<file path="src/hdl/slid_pkg.sv">
// constants, carriers and opcodes for the status lock and id read block
// Function
// - accepted status write changes only both block protect bits and the lock bit
// - status write ignored entirely while write protect pin low and lock bit set
// - with write protect pin low, lock bit may go 0 to 1 only
// - with write protect pin high, lock and block protect bits freely writable
// - permission judged from lock bit and pin level before select rises
// - one permitted status write sets lock and both protect bits together
// - select low before command, status write executes only on select rising
// - id read opcode 90h or abh, then 24 address bits, both handled alike
// - id address 00000h gives manufacturer code, 00001h gives device code
// - id bytes alternate while select stays low, stop when select rises
// - arming instruction not followed at once by status write has no effect
// - arming instruction acts only after select low then high
package slid_pkg;

	////////////////////////////////////////////////////////////////////////////
	// opcodes of the id read
	localparam logic [7:0] OP_ID_A = 8'h90;
	localparam logic [7:0] OP_ID_B = 8'hab;

	// shift counts of each instruction phase
	localparam logic [4:0] CMD_LAST = 5'h07;
	localparam logic [4:0] ADDR_LAST = 5'h17;
	localparam logic [4:0] DATA_LAST = 5'h07;
	localparam logic [2:0] OUT_LAST = 3'h7;

	// positions of the writable fields in the status data byte
	localparam int DATA_LOCK_POS = 7;
	localparam int DATA_BP_HI_POS = 3;
	localparam int DATA_BP_LO_POS = 2;

	// status values after reset
	localparam logic PROT_LOCK_RST = 1'b0;
	localparam logic PROT_HI_RST = 1'b0;
	localparam logic PROT_LO_RST = 1'b0;

	// synchroniser stages on each pin input
	localparam int SYNC_STAGES = 3;

	////////////////////////////////////////////////////////////////////////////
	// pin group from the serial host
	typedef struct packed {
		logic sck;
		logic cs_n;
		logic si;
		logic wp_n;
	} slid_pins_s;

	// protection fields of the status register
	typedef struct packed {
		logic protect_lock_bit;
		logic block_protect_hi;
		logic block_protect_lo;
	} slid_prot_s;

	// instruction sequencer states, gray along idle-cmd-addr-out
	typedef enum logic [2:0] {
		ST_IDLE = 3'b000,
		ST_CMD = 3'b001,
		ST_ADDR = 3'b011,
		ST_IDOUT = 3'b010,
		ST_DATA = 3'b101,
		ST_SKIP = 3'b100
	} slid_state_e;

endpackage

</file>
<file path="src/hdl/slid_core.sv">
// serial status lock write and id readout logic of the flash device
`timescale 1ns/1ps
module slid_core #(
	parameter logic [7:0] STATUS_WRITE_CMD = 8'h01,
	parameter logic [7:0] STATUS_WRITE_ARM_CMD = 8'h50,
	parameter logic [7:0] MFR_CODE = 8'h5a, // arbitrary value
	parameter logic [7:0] DEV_CODE = 8'h3c // arbitrary value
) (
	// clocking
	input wire logic clk,
	input wire logic reset_n,
	input wire logic ce,
	// serial host pins
	input wire logic sck,
	input wire logic cs_n,
	input wire logic si,
	input wire logic wp_n,
	// serial data out
	output logic so,
	output logic so_oe,
	// status protection fields
	output logic block_protect_hi,
	output logic block_protect_lo,
	output logic protect_lock_bit,
	// arming state
	output logic status_write_armed
);

	////////////////////////////////////////////////////////////////////////////
	// pin synchronisers; the raw pins are xored with the idle levels so the
	// filtered copy comes out of reset deselected, clock low, protect high
	localparam slid_pkg::slid_pins_s IDLE_PINS = '{sck: 1'b0, cs_n: 1'b1, si: 1'b0, wp_n: 1'b1};

	slid_pkg::slid_pins_s pins_raw;
	slid_pkg::slid_pins_s pins_xor;
	slid_pkg::slid_pins_s pin_f;
	slid_pkg::slid_pins_s pin_d;

	assign pins_raw = '{sck: sck, cs_n: cs_n, si: si, wp_n: wp_n};
	assign pins_xor = pins_raw ^ IDLE_PINS;

	slid_sync #(
		.WIDTH(4)
	) u_sync (
		.clk(clk),
		.reset_n(reset_n),
		.ce(ce),
		.pin_in(pins_xor),
		.rst_val(IDLE_PINS),
		.pin_out(pin_f)
	);

	// previous filtered levels for edge detection
	always_ff @(posedge clk or negedge reset_n) begin
		if (!reset_n) begin
			pin_d <= IDLE_PINS;
		end else if (ce) begin
			pin_d <= pin_f;
		end
	end

	logic sck_rise;
	logic sck_fall;
	logic cs_fall;
	logic cs_rise;

	// edges of the filtered pins; select edges take priority over clock edges
	// clock edges seen while deselected belong to another device on the bus,
	// so they are masked here rather than in every state of the sequencer
	assign sck_rise = pin_f.sck & ~pin_d.sck & ~pin_f.cs_n;
	assign sck_fall = ~pin_f.sck & pin_d.sck & ~pin_f.cs_n;
	assign cs_fall = ~pin_f.cs_n & pin_d.cs_n;
	assign cs_rise = pin_f.cs_n & ~pin_d.cs_n;

	////////////////////////////////////////////////////////////////////////////
	// instruction sequencer
	slid_pkg::slid_state_e state;
	slid_pkg::slid_state_e next_state;
	logic [4:0] bit_cnt;
	logic [4:0] next_bit_cnt;
	logic [7:0] in_sh;
	logic [7:0] next_in_sh;
	logic [7:0] opcode;
	logic [7:0] next_opcode;
	logic [7:0] data_byte;
	logic [7:0] next_data_byte;
	logic cmd_done;
	logic next_cmd_done;
	logic data_done;
	logic next_data_done;
	logic start_sel;
	logic next_start_sel;
	logic [7:0] shifted;

	// bits enter at the bottom, so the first bit ends up on top
	assign shifted = {in_sh[6:0], pin_f.si};

	// next sequencer values; every field defaults to holding, so a frame
	// cut short at any bit leaves nothing half-updated
	always_comb begin
		next_state = state;
		next_bit_cnt = bit_cnt;
		next_in_sh = in_sh;
		next_opcode = opcode;
		next_data_byte = data_byte;
		next_cmd_done = cmd_done;
		next_data_done = data_done;
		next_start_sel = start_sel;
		if (cs_rise) begin
			// select rise ends any instruction, even one stopped mid byte
			next_state = slid_pkg::ST_IDLE;
		end else if (cs_fall) begin
			// a fresh instruction always starts with an opcode
			next_state = slid_pkg::ST_CMD;
			next_bit_cnt = '0;
			next_cmd_done = 1'b0;
			next_data_done = 1'b0;
		end else if (sck_rise) begin
			// input bits are taken only at a rising serial clock
			next_in_sh = shifted;
			next_bit_cnt = bit_cnt + 5'h01;
			case (state)
				slid_pkg::ST_CMD: begin
					if (bit_cnt == slid_pkg::CMD_LAST) begin
						next_opcode = shifted;
						next_cmd_done = 1'b1;
						next_bit_cnt = '0;
						if (shifted == slid_pkg::OP_ID_A || shifted == slid_pkg::OP_ID_B) begin
							next_state = slid_pkg::ST_ADDR;
						end else if (shifted == STATUS_WRITE_CMD) begin
							next_state = slid_pkg::ST_DATA;
						end else begin
							next_state = slid_pkg::ST_SKIP;
						end
					end
				end
				slid_pkg::ST_ADDR: begin
					if (bit_cnt == slid_pkg::ADDR_LAST) begin
						// only the lowest address bit selects a code
						next_start_sel = pin_f.si;
						next_bit_cnt = '0;
						next_state = slid_pkg::ST_IDOUT;
					end
				end
				slid_pkg::ST_DATA: begin
					if (bit_cnt == slid_pkg::DATA_LAST) begin
						next_data_byte = shifted;
						next_data_done = 1'b1;
						next_state = slid_pkg::ST_SKIP;
					end
				end
				slid_pkg::ST_IDOUT: begin
					// the id shifter keeps its own count; input bits are ignored
					next_bit_cnt = bit_cnt;
				end
				slid_pkg::ST_SKIP: begin
					// unknown opcodes and bits past the data byte are dropped here
					next_bit_cnt = bit_cnt;
				end
				default: begin
					// unused codes fall back to idle until the next select fall
					next_state = slid_pkg::ST_IDLE;
				end
			endcase
		end
	end

	// sequencer registers; ce low holds them all
	always_ff @(posedge clk or negedge reset_n) begin
		if (!reset_n) begin
			state <= slid_pkg::ST_IDLE;
			bit_cnt <= '0;
			in_sh <= '0;
			opcode <= '0;
			data_byte <= '0;
			cmd_done <= 1'b0;
			data_done <= 1'b0;
			start_sel <= 1'b0;
		end else if (ce) begin
			state <= next_state;
			bit_cnt <= next_bit_cnt;
			in_sh <= next_in_sh;
			opcode <= next_opcode;
			data_byte <= next_data_byte;
			cmd_done <= next_cmd_done;
			data_done <= next_data_done;
			start_sel <= next_start_sel;
		end
	end

	////////////////////////////////////////////////////////////////////////////
	// arming and protection fields, all decided at select rising
	slid_pkg::slid_prot_s prot;
	slid_pkg::slid_prot_s next_prot;
	logic next_armed;
	logic is_arm;
	logic is_write;
	logic permit;

	assign is_arm = cmd_done && opcode == STATUS_WRITE_ARM_CMD;
	assign is_write = cmd_done && data_done && opcode == STATUS_WRITE_CMD;
	// pin level and lock as they stand just before select rose
	// the pin filter delays wp_n and cs_n alike, so their order is kept
	assign permit = pin_f.wp_n | ~prot.protect_lock_bit;

	// arming lives only from one select rise to the next, so any frame in
	// between, even an empty one, wastes it
	always_comb begin
		next_armed = status_write_armed;
		next_prot = prot;
		if (cs_rise) begin
			// any other finished or aborted cycle wastes the arming
			next_armed = is_arm;
			if (is_write && status_write_armed && permit) begin
				// lock was clear or pin high, so with the pin low the lock may only rise, never fall
				next_prot.protect_lock_bit = data_byte[slid_pkg::DATA_LOCK_POS];
				next_prot.block_protect_hi = data_byte[slid_pkg::DATA_BP_HI_POS];
				next_prot.block_protect_lo = data_byte[slid_pkg::DATA_BP_LO_POS];
			end
		end
	end

	// fields reset to clear; no nonvolatile copy is kept here
	always_ff @(posedge clk or negedge reset_n) begin
		if (!reset_n) begin
			status_write_armed <= 1'b0;
			prot <= '{protect_lock_bit: slid_pkg::PROT_LOCK_RST, block_protect_hi: slid_pkg::PROT_HI_RST,
				block_protect_lo: slid_pkg::PROT_LO_RST};
		end else if (ce) begin
			status_write_armed <= next_armed;
			prot <= next_prot;
		end
	end

	// status fields leave straight from the prot flops
	assign protect_lock_bit = prot.protect_lock_bit;
	assign block_protect_hi = prot.block_protect_hi;
	assign block_protect_lo = prot.block_protect_lo;

	////////////////////////////////////////////////////////////////////////////
	// id byte shifter, updated on falling serial clock
	logic [7:0] out_sh;
	logic [7:0] next_out_sh;
	logic [2:0] out_cnt;
	logic [2:0] next_out_cnt;
	logic sel;
	logic next_sel;
	logic next_so;
	logic next_so_oe;
	logic [7:0] id_byte;

	// sel low reads address 00000h, high reads 00001h
	assign id_byte = sel ? DEV_CODE : MFR_CODE;

	// first bit leaves at the first falling clock after the last address bit,
	// so the host sees it settled before its next rising edge
	always_comb begin
		next_out_sh = out_sh;
		next_out_cnt = out_cnt;
		next_sel = sel;
		next_so = so;
		next_so_oe = so_oe;
		if (cs_rise || cs_fall) begin
			// output released as soon as select rises
			next_so_oe = 1'b0;
			next_so = 1'b0;
			next_out_cnt = '0;
		end else if (state != slid_pkg::ST_IDOUT) begin
			// start code follows the captured address bit
			next_sel = next_start_sel;
			next_out_cnt = '0;
		end else if (sck_fall) begin
			next_so_oe = 1'b1;
			next_out_cnt = out_cnt + 3'h1;
			if (out_cnt == 3'h0) begin
				next_so = id_byte[7];
				next_out_sh = {id_byte[6:0], 1'b0};
			end else begin
				next_so = out_sh[7];
				next_out_sh = {out_sh[6:0], 1'b0};
			end
			if (out_cnt == slid_pkg::OUT_LAST) begin
				next_sel = ~sel;
			end
		end
	end

	// output registers; so and so_oe leave straight from these flops
	always_ff @(posedge clk or negedge reset_n) begin
		if (!reset_n) begin
			out_sh <= '0;
			out_cnt <= '0;
			sel <= 1'b0;
			so <= 1'b0;
			so_oe <= 1'b0;
		end else if (ce) begin
			out_sh <= next_out_sh;
			out_cnt <= next_out_cnt;
			sel <= next_sel;
			so <= next_so;
			so_oe <= next_so_oe;
		end
	end

endmodule

</file>
<file path="src/hdl/slid_sync.sv">
// three stage pin synchroniser with agreement filter
`timescale 1ns/1ps
module slid_sync #(
	parameter int WIDTH = 4
) (
	// clocking
	input wire logic clk,
	input wire logic reset_n,
	input wire logic ce,
	// pins in, filtered levels out
	input wire logic [WIDTH-1:0] pin_in,
	input wire logic [WIDTH-1:0] rst_val,
	output logic [WIDTH-1:0] pin_out
);

	////////////////////////////////////////////////////////////////////////////
	genvar g;
	generate
		for (g = 0; g < WIDTH; g++) begin : g_bit
			logic s1;
			logic s2;
			logic s3;
			logic lvl;
			logic next_lvl;

			// a change counts only once stages two and three agree
			always_comb begin
				next_lvl = lvl;
				if (s2 == s3) begin
					next_lvl = s3;
				end
			end

			// first stage feeds only the second; reset to idle levels
			always_ff @(posedge clk or negedge reset_n) begin
				if (!reset_n) begin
					s1 <= 1'b0;
					s2 <= 1'b0;
					s3 <= 1'b0;
					lvl <= 1'b0;
				end else if (ce) begin
					s1 <= pin_in[g];
					s2 <= s1;
					s3 <= s2;
					lvl <= next_lvl;
				end
			end

			assign pin_out[g] = lvl ^ rst_val[g];
		end
	endgenerate

endmodule

</file>
<file path="config.mk">
export PLATFORM = sky130hd
export DESIGN_NAME = slid_core
export DESIGN_NICKNAME = d
export VERILOG_FILES = /design/src/hdl/slid_pkg.sv /design/src/hdl/slid_core.sv /design/src/hdl/slid_sync.sv
export SDC_FILE = /design/constraint.sdc
export NUM_CORES = 1
export LEC_CHECK = 0
export CORE_MARGIN = 3
export CORE_UTILIZATION = 30
export CTS_CLUSTER_DIAMETER = 60
export CTS_CLUSTER_SIZE = 40
export DETAILED_ROUTE_END_ITERATION = 7
export DONT_BUFFER_PORTS = 1
export GPL_TIMING_DRIVEN = 1
export HOLD_SLACK_MARGIN = 0.05
export PLACE_DENSITY_LB_ADDON = 0.3
export SLEW_MARGIN = 20
export SYNTH_ARGS = -nofsm -noshare
export SYNTH_HDL_FRONTEND = slang
export SYNTH_SLANG_ARGS = --single-unit
</file>
<file path="constraint.sdc">
create_clock -name clk -period 2.18 [get_ports clk]
set_input_delay 0.327 -clock clk [delete_from_list [all_inputs] [get_ports clk]]
set_output_delay 0.327 -clock clk [all_outputs]
set_load 0.01 [all_outputs]
</file>
==> results.md, run 1 <==
* Skew final at about 0.0045 ns
* Final setup viols at 0
* Sink Count at 63
* Crit Path Category: flip-flop to flip-flop
* Initial Util at a little under a third
* CP Cell Sequence: inv_1 -> ha_1 -> nand2b_1 -> a221o_1 -> or2_4 -> o31ai_2
* R2r endpoint: bit_cnt[3]
* Hold Path End: u_sync.g_bit[0].s1
* Net Sw Frac at a little under a third
* Yosys Warn Count at 0
* Post-route cell area at roughly 0.0033 mm2
* Drt pass-1 iters at 4
* Post-synth EDFFs at 0
* Async S/R FF share, synth at 100%
* Synth Net Count at between 200 and 300
* Comb pwr share at 18.9%
* Per-cell routed wire length at ~13 um
* Rows at 35
* Status: finished, final reports clean
* Std-Cell Core Area at between 0.009 and 0.01 mm2
* Placed Cells at approximately 390
* Most frequent cells in the layout: 62 x dfrtp_1, 29 x mux2_2, 29 x a21oi_1
* Initial antenna violation count at 0
* Die height at between 100 and 150 um
* Post-DR vias/cell at roughly 4.8
* Register area share after synthesis at between 50% and 60%
* 1st-iter DRT viols at 134
* Die W at ~110 um
* Max Fclk at 511 MHz
* Leak at approximately 1.5 nW
* R2R cell count at 6
* WHS at roughly 0.075 ns
* Delay-heaviest family, CP: flip-flops
* Crit path max fanout at 7
* Seq pwr share at roughly half
* Unrepaired setup endpoints after global routing: no
* DP Worst Slack at around 0.23 ns
* Mapped Cells at 261
* Setup TNS at 0 ns
* Tmin final at between 1.5 and 2 ns
* Post-DP HPWL at 3.60 mm
* Reg2reg start: pin_d[2]
* Final #Nets at about 280
* Fin crit share at roughly nine tenths
* Largest net degree at the start of global routing at 64
* IO Pins at 13
* Startpoint types: flip-flop
* Mapped Avg Cell Area at between 10 and 15 um2
* Worst Tran Pin Value at about 0.53 ns
* Total routed wirelength at around 5.2 mm
* Share of cells above drive strength 1 at 22.1%
* Num CTS Buffers at 9
* Flops & latches, synth at 63
* Final core occ at between 30% and 40%
* CTS tree: built
* Setup ws final at between 0.2 and 0.25 ns
* Max-Slew Margin vs Limit at between 60% and 70%
* Critical path buffer and inverter count at 1
* Clock root cell: clkbuf_8
* Register-to-Register Setup Slack at between 0.2 and 0.25 ns
* Pwr/cell area at just over 900 mW/mm2
* Sw power at approximately 0.94 mW
* Clock Tree Buf Depth at 2
* CP peak stage delay at 0.54 ns
* Int Pwr at approximately 2.2 mW
* Fin cells at roughly 410
* Clock Latency Late Sink at ~0.33 ns
* CP Capture Type: flip-flop
* Endpoints failing hold at 0
* Antenna diode count at 0
* Hold Crit Start: wp_n
* DIE AREA at roughly 0.011 mm2
* Port bufs at 0
* Slowest CP cell: dfstp_2
* Vias in the first global route at 1,890
* Post-route ant nets at 0
* Clock network fraction of design power at 31.6%
* Setup repair bufs after CTS at 0
* Critical Path AT at ~2.2 ns
* DRC Markers at 0
* Post-synth top flop: dfrtp_1
* Commonest non-fill, non-tap cell in the layout: dfrtp_1
* Slew Viols, Final at 0
* Power consumption at around 3.1 mW
* Maximum vdd drop at about 0.00046 V
* Area delta synth->final at 13.5%
* Cell variety after synth at 48
* Syn Std Cell Area at just under 0.003 mm2
* Total global routing overflow at 0
* # H-tree levels at 3
* Tot GR Track Use at approximately 10%
* Gpl congestion at ~0.73
* Via Count at slightly below 2,000
* Number of max-cap violations at 0
* CP Data Required Time at ~2.4 ns
* Clock transition at the registers of the reported paths at approximately 0.070 ns
* DP Area at between 0.003 and 0.004 mm2
* First-pass GRT wire length at between 8 and 9 mm
* Hold path depth at 1
* Min-Delay Path Class: input pin to flip-flop
==> worst max path at each step <==
stage                     depth (start not counted)               end  slack (ns)       start
after CTS                                         6        bit_cnt[3]        0.22    pin_d[2]
after global routing                              6        bit_cnt[3]        0.06  bit_cnt[0]
after global placement                            4  protect_lock_bit        0.27   opcode[3]
after floorplan                                   6      data_byte[2]        0.15    pin_d[2]
final                                             6        bit_cnt[3]        0.22    pin_d[2]
after detailed placement                          6        bit_cnt[3]        0.23    pin_d[2]
==> layer usage <==
| metal | up-vias | GRT usage (%) | wire [um] |
|---|---|---|---|
| met5 | - | 0 | 0 |
| met2 | 22 | 14.9 | 2390 |
| met1 | 957 | 13.7 | 2570 |
| met3 | 11 | 1.91 | 102 |
| li1 | 950 | - | - |
| met4 | 0 | 6.47 | 144 |
==> cell families (layout without fill, tap and decap cells) <==
logic type	Yosys count	in the layout	synth area share [%]
AO/OA/AOI/OAI	54	54	12.3
flip-flops	63	63	53.7
XOR/XNOR	2	2	0.596
buffers and inverters	20	35	2.77
multiplexers	37	37	14.0
AND/OR/NAND/NOR	79	79	14.1
adder cells (fa/ha/maj)	6	6	2.55
==> cells in the mapped netlist (3+ instances only) <==
cell,count,area share [%]
mux2i_1,3,1.0
o21ai_0,4,0.68
nand2_1,18,2.3
o21ai_1,3,0.51
mux2_1,5,1.9
nor2_1,23,2.9
dfrtp_1,62,53
ha_1,6,2.6
nand3b_1,3,0.77
nor4_1,4,0.85
nor3_1,3,0.51
nand2b_1,7,1.5
mux2_2,29,11
nor2b_1,5,1.1
a21oi_1,29,4.9
and3_1,3,0.64
clkbuf_1,3,0.38
inv_1,10,1.3
buf_2,5,0.85
==> power by group through the flow <==
| stage | sequential [mW] | clock, mW | combinational (mW) |
|---|---|---|---|
| floorplan | 1.47 | 0 | 0.502 |
| global placement | 1.55 | 0 | 0.544 |
| CTS | 1.53 | 1.01 | 0.594 |
| detailed placement | 1.55 | 0 | 0.559 |
| global route | 1.56 | 1.06 | 0.678 |
| finish | 1.53 | 0.978 | 0.587 |
==> state kept, by name, summed over array words and instances (netlist names), 4 cells and up <==
name	count
bit_cnt	5
in_sh	7
opcode	8
out_sh	6
u_sync.g_bit.lvl	4
u_sync.g_bit.s1	4
u_sync.g_bit.s2	4
u_sync.g_bit.s3	4
==> repair_timing <==
item,CTS,global route
gates resized for setup,0,0
hold buffers,3,0
endpoints found under the hold margin,64,0
setup endpoints to repair,0,0
==> layout make-up <==
type,count,area [um2]
flip-flops and latches,63,1580
multi-input cells,178,1280
clock buffers,12,145
clock inverters,4,45.0
inverters,11,41.3
fillers,957,6030
well taps,129,161
repair buffers,8,85.1
Power figures use the tool's default switching activity.
==> inputs of run 2 (changes only) <==
--- a/config.mk
+++ b/config.mk
@@ -5,6 +5,7 @@
 export SDC_FILE = /design/constraint.sdc
 export NUM_CORES = 1
 export LEC_CHECK = 0
+export ABC_AREA = 1
 export CORE_MARGIN = 3
 export CORE_UTILIZATION = 30
 export CTS_CLUSTER_DIAMETER = 60
==> results.md, run 2 <==
* Tot GR Track Use at 11.4% (+1.2 points)
* Num CTS Buffers at 9 (unchanged)
* Min-Delay Path Class: input pin to flip-flop
* CP Cell Sequence: inv_1 -> ha_1 -> nand2_2 -> nor2_2 -> nand2_2 -> nand2_1 -> o21ai_2
* Worst Tran Pin Value at 0.543 ns (+0.0119 ns)
* Tmin final at 1.85 ns (-0.106 ns)
* Delay-heaviest family, CP: simple AND/OR/NAND/NOR gates
* Top post-synthesis cells by area: dfrtp_1 51%, nand2_1 13%, o21ai_0 5.8%
* DP Area at 0.00317 mm2 (+2.3%)
* Mapped Cells at 358 (+37%)
* Initial Util at 30.9% (-0.45 points)
* Area delta synth->final at 13.5% (about the same)
* Slew Viols, Final at 0 (unchanged)
* Skew final at 0.00753 ns (+0.00303 ns)
* Initial antenna violation count at 0 (unchanged)
* Post-route cell area at 0.00343 mm2 (+2.8%)
* Most frequent cells in the layout: 101 x nand2_1, 62 x dfrtp_1, 37 x inv_1
* Final core occ at 35.1% (-0.51 points)
* Mapped Avg Cell Area at 8.44 um2 (-25%)
* Biggest registers after layout: opcode x8, in_sh x7, out_sh x6
* Critical path buffer and inverter count at 1 (unchanged)
* Crit path max fanout at 16 (+9)
* Sink Count at 63 (unchanged)
* Total global routing overflow at 0 (unchanged)
* Clock transition at the registers of the reported paths at 0.06 ns (about the same)
* Top-area cell type share of the netlist area at 51.3% (-1.4 points)
* Cell mode on critical path: nand2_2
* Post-synth EDFFs at 0 (unchanged)
* Endpoints failing hold at 0 (unchanged)
* Clock network fraction of design power at 36.1% (+4.5 points)
* DRC Markers at 0 (unchanged)
* Commonest cells post-synth: 101 x nand2_1, 62 x dfrtp_1, 37 x inv_1
* CP Data Required Time at 2.40 ns (-0.03 ns)
* Number of max-cap violations at 0 (unchanged)
* Vias in the first global route at 2,201 (+16%)
* Sw power at 0.912 mW (-2.9%)
* DIE AREA at 0.0113 mm2 (+2.6%)
* 1st-iter DRT viols at 144 (+7.5%)
* # H-tree levels at 3 (unchanged)
* Critical Path AT at 2.07 ns (-0.14 ns)
* Pwr/cell area at 910 mW/mm2 (-1.9%)
* Max-Slew Margin vs Limit at 63.7% (-0.37 points)
* Largest net degree at the start of global routing at 64 (unchanged)
* WHS at 0.0956 ns (+0.0206 ns)
* FF/Latch Area at 0.00158 mm2 (unchanged)
* Slowest CP cell: dfstp_2
* # fillers at 1,043 (+9.0%)
* CTS tree: built
* Register area share after synthesis at 52.2% (-1.5 points)
* Int Pwr at 2.21 mW (+2.5%)
* Final #Nets at 380 (+34%)
* Clock Latency Late Sink at 0.34 ns (about the same)
* Power consumption at 3.12 mW (+0.84%)
* Post-DR vias/cell at 4.44 (-7.3%)
* Top reg by flops: opcode
* Final setup viols at 0 (unchanged)
* Seq pwr share at 47.3% (-2.2 points)
* Maximum vdd drop at 0.000404 V (-13%)
* Count leader, synth: nand2_1
* Synth Net Count at 371 (+35%)
* Max Fclk at 540 MHz (+5.7%)
* Net Sw Frac at 29.2% (-1.1 points)
* Status: finished, final reports clean
* Syn Std Cell Area at 0.00302 mm2 (+2.8%)
* Setup TNS at 0 ns (unchanged)
* Fin crit share at 84.9% (-4.9 points)
* Share of cells above drive strength 1 at 14.5% (-7.6 points)
* Max FFs per register at 8 (unchanged)
* CP Capture Type: flip-flop
* Biggest area consumer among synthesized cells: dfrtp_1
* Setup repair bufs after CTS at 0 (unchanged)
* Clock root cell: clkbuf_8
* Drt pass-1 iters at 4 (unchanged)
* Clock Tree Buf Depth at 2 (unchanged)
* Leak at 1.68 nW (+12%)
* Startpoint types: flip-flop
* Per-cell routed wire length at 11.1 um (-13%)
* Post-route ant nets at 0 (unchanged)
* Async S/R FF share, synth at 100% (unchanged)
* First-pass GRT wire length at 10.3 mm (+15%)
* Post-synth top flop: dfrtp_1
* Port bufs at 0 (unchanged)
* Std-Cell Core Area at 0.00977 mm2 (+4.3%)
* Post-DP HPWL at 4.03 mm (+12%)
* Yosys Warn Count at 0 (unchanged)
* Flops & latches, synth at 63 (unchanged)
* Cell variety after synth at 32 (-33%)
* Rows at 36 (+2.9%)
* Crit Path Category: flip-flop to flip-flop
* Antenna diode count at 0 (unchanged)
* IO Pins at 13 (unchanged)
* Comb pwr share at 16.6% (-2.3 points)
* Die height at 106 um (+1.3%)
* Unrepaired setup endpoints after global routing: no
* Multi-input logic area at 0.00124 mm2 (-2.8%)
* Die W at 106 um (+1.3%)
* CP peak stage delay at 0.54 ns (about the same)
* Total routed wirelength at 5.63 mm (+8.0%)
* Gpl congestion at 0.877 (+19%)
* Commonest non-fill, non-tap cell in the layout: nand2_1
* Via Count at 2,243 (+16%)
[run 2: cell types whose count changed after synthesis, sizes merged, moves of 15 or more]
cell	delta
a21oi	-15
inv	+33
mux2	-32
nand2	+92
nand3	+17
o21ai	+36
[run 2: worst paths after layout]
kind                            cells after the start          startpoint                  to  slack (ns)
worst max-delay path                                7            pin_d[2]           opcode[1]        0.33
worst min-delay path                                1                  ce  u_sync.g_bit[3].s1         0.1
worst max register to register                      7            pin_d[2]           opcode[1]        0.33
worst min register to register                      2  u_sync.g_bit[0].s2  u_sync.g_bit[0].s2        0.47
max in group asynchronous                           2             reset_n            pin_d[2]        1.36
min in group asynchronous                           2             reset_n                  so        0.51
[run 2: what timing repair did]
action	CTS	global route
hold endpoints to repair	63	0
resized for setup	0	0
hold buffers	2	0
[run 2: per-layer routing]
layer  global-route usage, %  share of wire, %
met5                       0                 0
met4                    4.16               1.4
met3                    3.46               4.0
met2                    16.9                43
met1                    15.7                52
[run 2: area by class of cell]
type | count | share of cell area, %
clock buffers | 13 | 4.63
well taps | 133 | 4.85
flip-flops and latches | 63 | 46.0
repair buffers | 4 | 1.53
clock inverters | 3 | 1.90
multi-input cells | 245 | 36.3
inverters | 44 | 4.81
[run 2: power by group through the flow]
stage               logic [mW]  registers, mW  clock network (mW)
floorplan                0.399           1.46                   0
global placement         0.481           1.49                   0
detailed placement       0.492           1.50                   0
CTS                      0.528           1.48                1.17
global route             0.616           1.50                1.23
finish                   0.519           1.48                1.13
[run 2: logic make-up (layout without fill, tap and decap cells)]
logic type      Yosys count  after routing  share of synthesized area [%]
mux                       2              2                          0.993
fa+ha+maj                 6              6                           2.48
simple gates            174            174                           25.7
flops                    63             63                           52.2
buf+inv                  50             64                           6.62
xor+xnor                  1              1                          0.290
compound gates           62             62                           11.7
[run 2: stage by stage]
stage	setup slack [ns]	instances
floorplan	0.477	358
global placement	0.410	487
detailed placement	0.322	487
CTS	0.309	505
global route	0.172	505
finish	0.329	505
==> inputs of run 3 (changes only) <==
==> constraint.sdc (replaced) <==
create_clock -name clk -period 1.6 [get_ports clk]
set_input_delay 0.24 -clock clk [delete_from_list [all_inputs] [get_ports clk]]
set_output_delay 0.24 -clock clk [all_outputs]
set_load 0.01 [all_outputs]
==> results.md, run 3 (same netlist as run 2, synthesis figures left out) <==
* Reg2reg start: pin_d[2]
* Failing checks: hold timing, setup timing
* Tot GR Track Use at 11.6% (+0.18 points)
* Crit path max fanout at 5 (-11)
* Gpl congestion at 0.880 (+0.38%)
* Post-route cell area at 0.00374 mm2 (+9.0%)
* Unrepaired setup endpoints after global routing: yes
* Cell mode on critical path: nand2_4
* Status: finished with violations
* Drt pass-1 iters at 4 (unchanged)
* Min-Delay Path Class: input pin to async pin
* Clock Latency Late Sink at 0.33 ns (about the same)
* Slowest CP cell: dfstp_2
* IO Pins at 13 (unchanged)
* Commonest non-fill, non-tap cell in the layout: nand2_1
* Initial antenna violation count at 0 (unchanged)
* Max-Slew Margin vs Limit at 62.3% (-1.4 points)
* Total global routing overflow at 0 (unchanged)
* Worst Tran Pin Value at 0.564 ns (+0.0211 ns)
* DRC Markers at 0 (unchanged)
* Final setup viols at 2 (+2)
* Share of cells above drive strength 1 at 24.6% (+10 points)
* CP Data Required Time at 1.81 ns (-0.59 ns)
* Largest net degree at the start of global routing at 64 (unchanged)
* DIE AREA at 0.0113 mm2 (unchanged)
* Rows at 36 (unchanged)
* CP peak stage delay at 0.56 ns (+0.02 ns)
* Num CTS Buffers at 9 (unchanged)
* Most frequent cells in the layout: 92 x nand2_1, 62 x dfrtp_1, 34 x inv_1
* Fin crit share at 100% (+15 points)
* Setup TNS at -0.00684 ns (-0.00684 ns)
* # H-tree levels at 3 (unchanged)
* Clock root cell: clkbuf_8
* Endpoints failing hold at 63 (+63)
* Critical Path AT at 1.82 ns (-0.25 ns)
* Leak at 1.82 nW (+8.4%)
* Max Fclk at 623 MHz (+15%)
* Final #Nets at 402 (+5.8%)
* Biggest registers after layout: opcode x8, in_sh x7, out_sh x6
* Register-to-Register Setup Slack at -0.005 ns (-0.33 ns)
* Tmin final at 1.60 ns (-0.246 ns)
* Per-cell routed wire length at 11.7 um (+5.4%)
* Slew Viols, Final at 0 (unchanged)
* Top reg by flops: opcode
* Post-route ant nets at 0 (unchanged)
* Sink Count at 63 (unchanged)
* DP Area at 0.00327 mm2 (+3.2%)
* Area delta synth->final at 23.8%
* CTS tree: built
* Initial Util at 30.9% (unchanged)
* Post-DP HPWL at 4.17 mm (+3.6%)
* Maximum vdd drop at 0.000494 V (+22%)
* Total routed wirelength at 6.19 mm (+10%)
* Port bufs at 0 (unchanged)
* Vias in the first global route at 2,234 (+1.5%)
* Via Count at 2,368 (+5.6%)
* Antenna diode count at 0 (unchanged)
* WHS at -0.401 ns (-0.496 ns)
* Crit Path Category: flip-flop to flip-flop
* Die height at 106 um (unchanged)
* Skew final at 0.00631 ns (-0.00122 ns)
* CP Cell Sequence: inv_2 -> ha_4 -> nand2_4 -> nor2_4 -> nand2_4 -> mux2_4
* CP Capture Type: flip-flop
* CTS Hold Bufs at 5 (+3)
* Startpoint types: flip-flop
* Setup ws final at -0.00485 ns (-0.334 ns)
* Max FFs per register at 8 (unchanged)
* Fin cells at 527 (+4.4%)
* Post-DR vias/cell at 4.49 (+1.2%)
* Clock Tree Buf Depth at 2 (unchanged)
* Crit path from: pin_d[2]
* Pwr/cell area at 1140 mW/mm2 (+25%)
* Die W at 106 um (unchanged)
* First-pass GRT wire length at 10.4 mm (+1.5%)
* Std-Cell Core Area at 0.00977 mm2 (unchanged)
* Number of max-cap violations at 0 (unchanged)
* Clock transition at the registers of the reported paths at 0.07 ns (about the same)
* 1st-iter DRT viols at 97 (-33%)
* Placed Cells at 496 (+1.8%)
## run 3: cell types whose count changed in the layout (fill, tap and decap cells not counted), moves of 4 or more
cell	change
buf_4	+15
dlygate4sd3_1	+4
nand2_1	-9
nand2_4	+9
o21ai_0	-7
o21ai_1	+6
## run 3: worst paths after layout
| path | cells past startpoint | to |
|---|---|---|
| max | 6 | out_sh[3] |
| max in group asynchronous | 0 | pin_d[2] |
| min | 0 | bit_cnt[1] |
| min reg2reg | 2 | u_sync.g_bit[0].s2 |
| min in group clk | 3 | so_oe |
| max reg2reg | 6 | out_sh[3] |
## run 3: power breakdown
group	total [mW]	internal (mW)	leakage (nW)	switching [mW]
combinational	0.829	0.324	0.921	0.505
sequential	2.01	1.82	0.791	0.191
clock	1.43	0.843	0.109	0.585
## run 3: area by class of cell
| cell class | count | area [um2] |
|---|---|---|
| clock buffers | 13 | 169 |
| clock inverters | 3 | 40.0 |
| fillers | 1047 | 6030 |
| inverters | 44 | 165 |
| multi-input cells | 246 | 1390 |
| flip-flops and latches | 63 | 1580 |
| well taps | 133 | 166 |
| repair buffers | 25 | 234 |
## run 3: metal layers
metal | share of wire (%) | GRT usage (%)
met1 | 50 | 15.4
met2 | 46 | 18.0
met3 | 3.9 | 4.13
met4 | 0.37 | 3.05
met5 | 0 | 0
## run 3: repair_timing
action                                  4_1_cts  5_1_grt
endpoints found under the setup margin       10       40
pin swaps                                     4        4
hold endpoints to repair                     74       63
resized for setup                             1       40
gates cloned                                  1        1
setup buffers                                 4        4
## run 3: critical path: cells and delay by family, from the launching register on
family,cells,cell delay (ns)
adders and majority gates,1,0.28
and+or+nand+nor,3,0.30
buffers and inverters,1,0.05
muxes,1,0.30
DFF,1,0.56
## run 3: metrics by stage
step	setup WS (ns)	hold WS, ns	total power, mW	utilization (%)
after CTS	-0.0215	-0.425	4.27	36.5
after floorplan	0.0183	-0.0556	2.56	-
after global placement	-0.0274	-0.0530	2.76	33.5
after global routing	-0.0777	-0.441	4.55	38.3
after detailed placement	-0.0110	-0.0529	2.78	33.5
final	-0.00485	-0.401	4.27	38.3
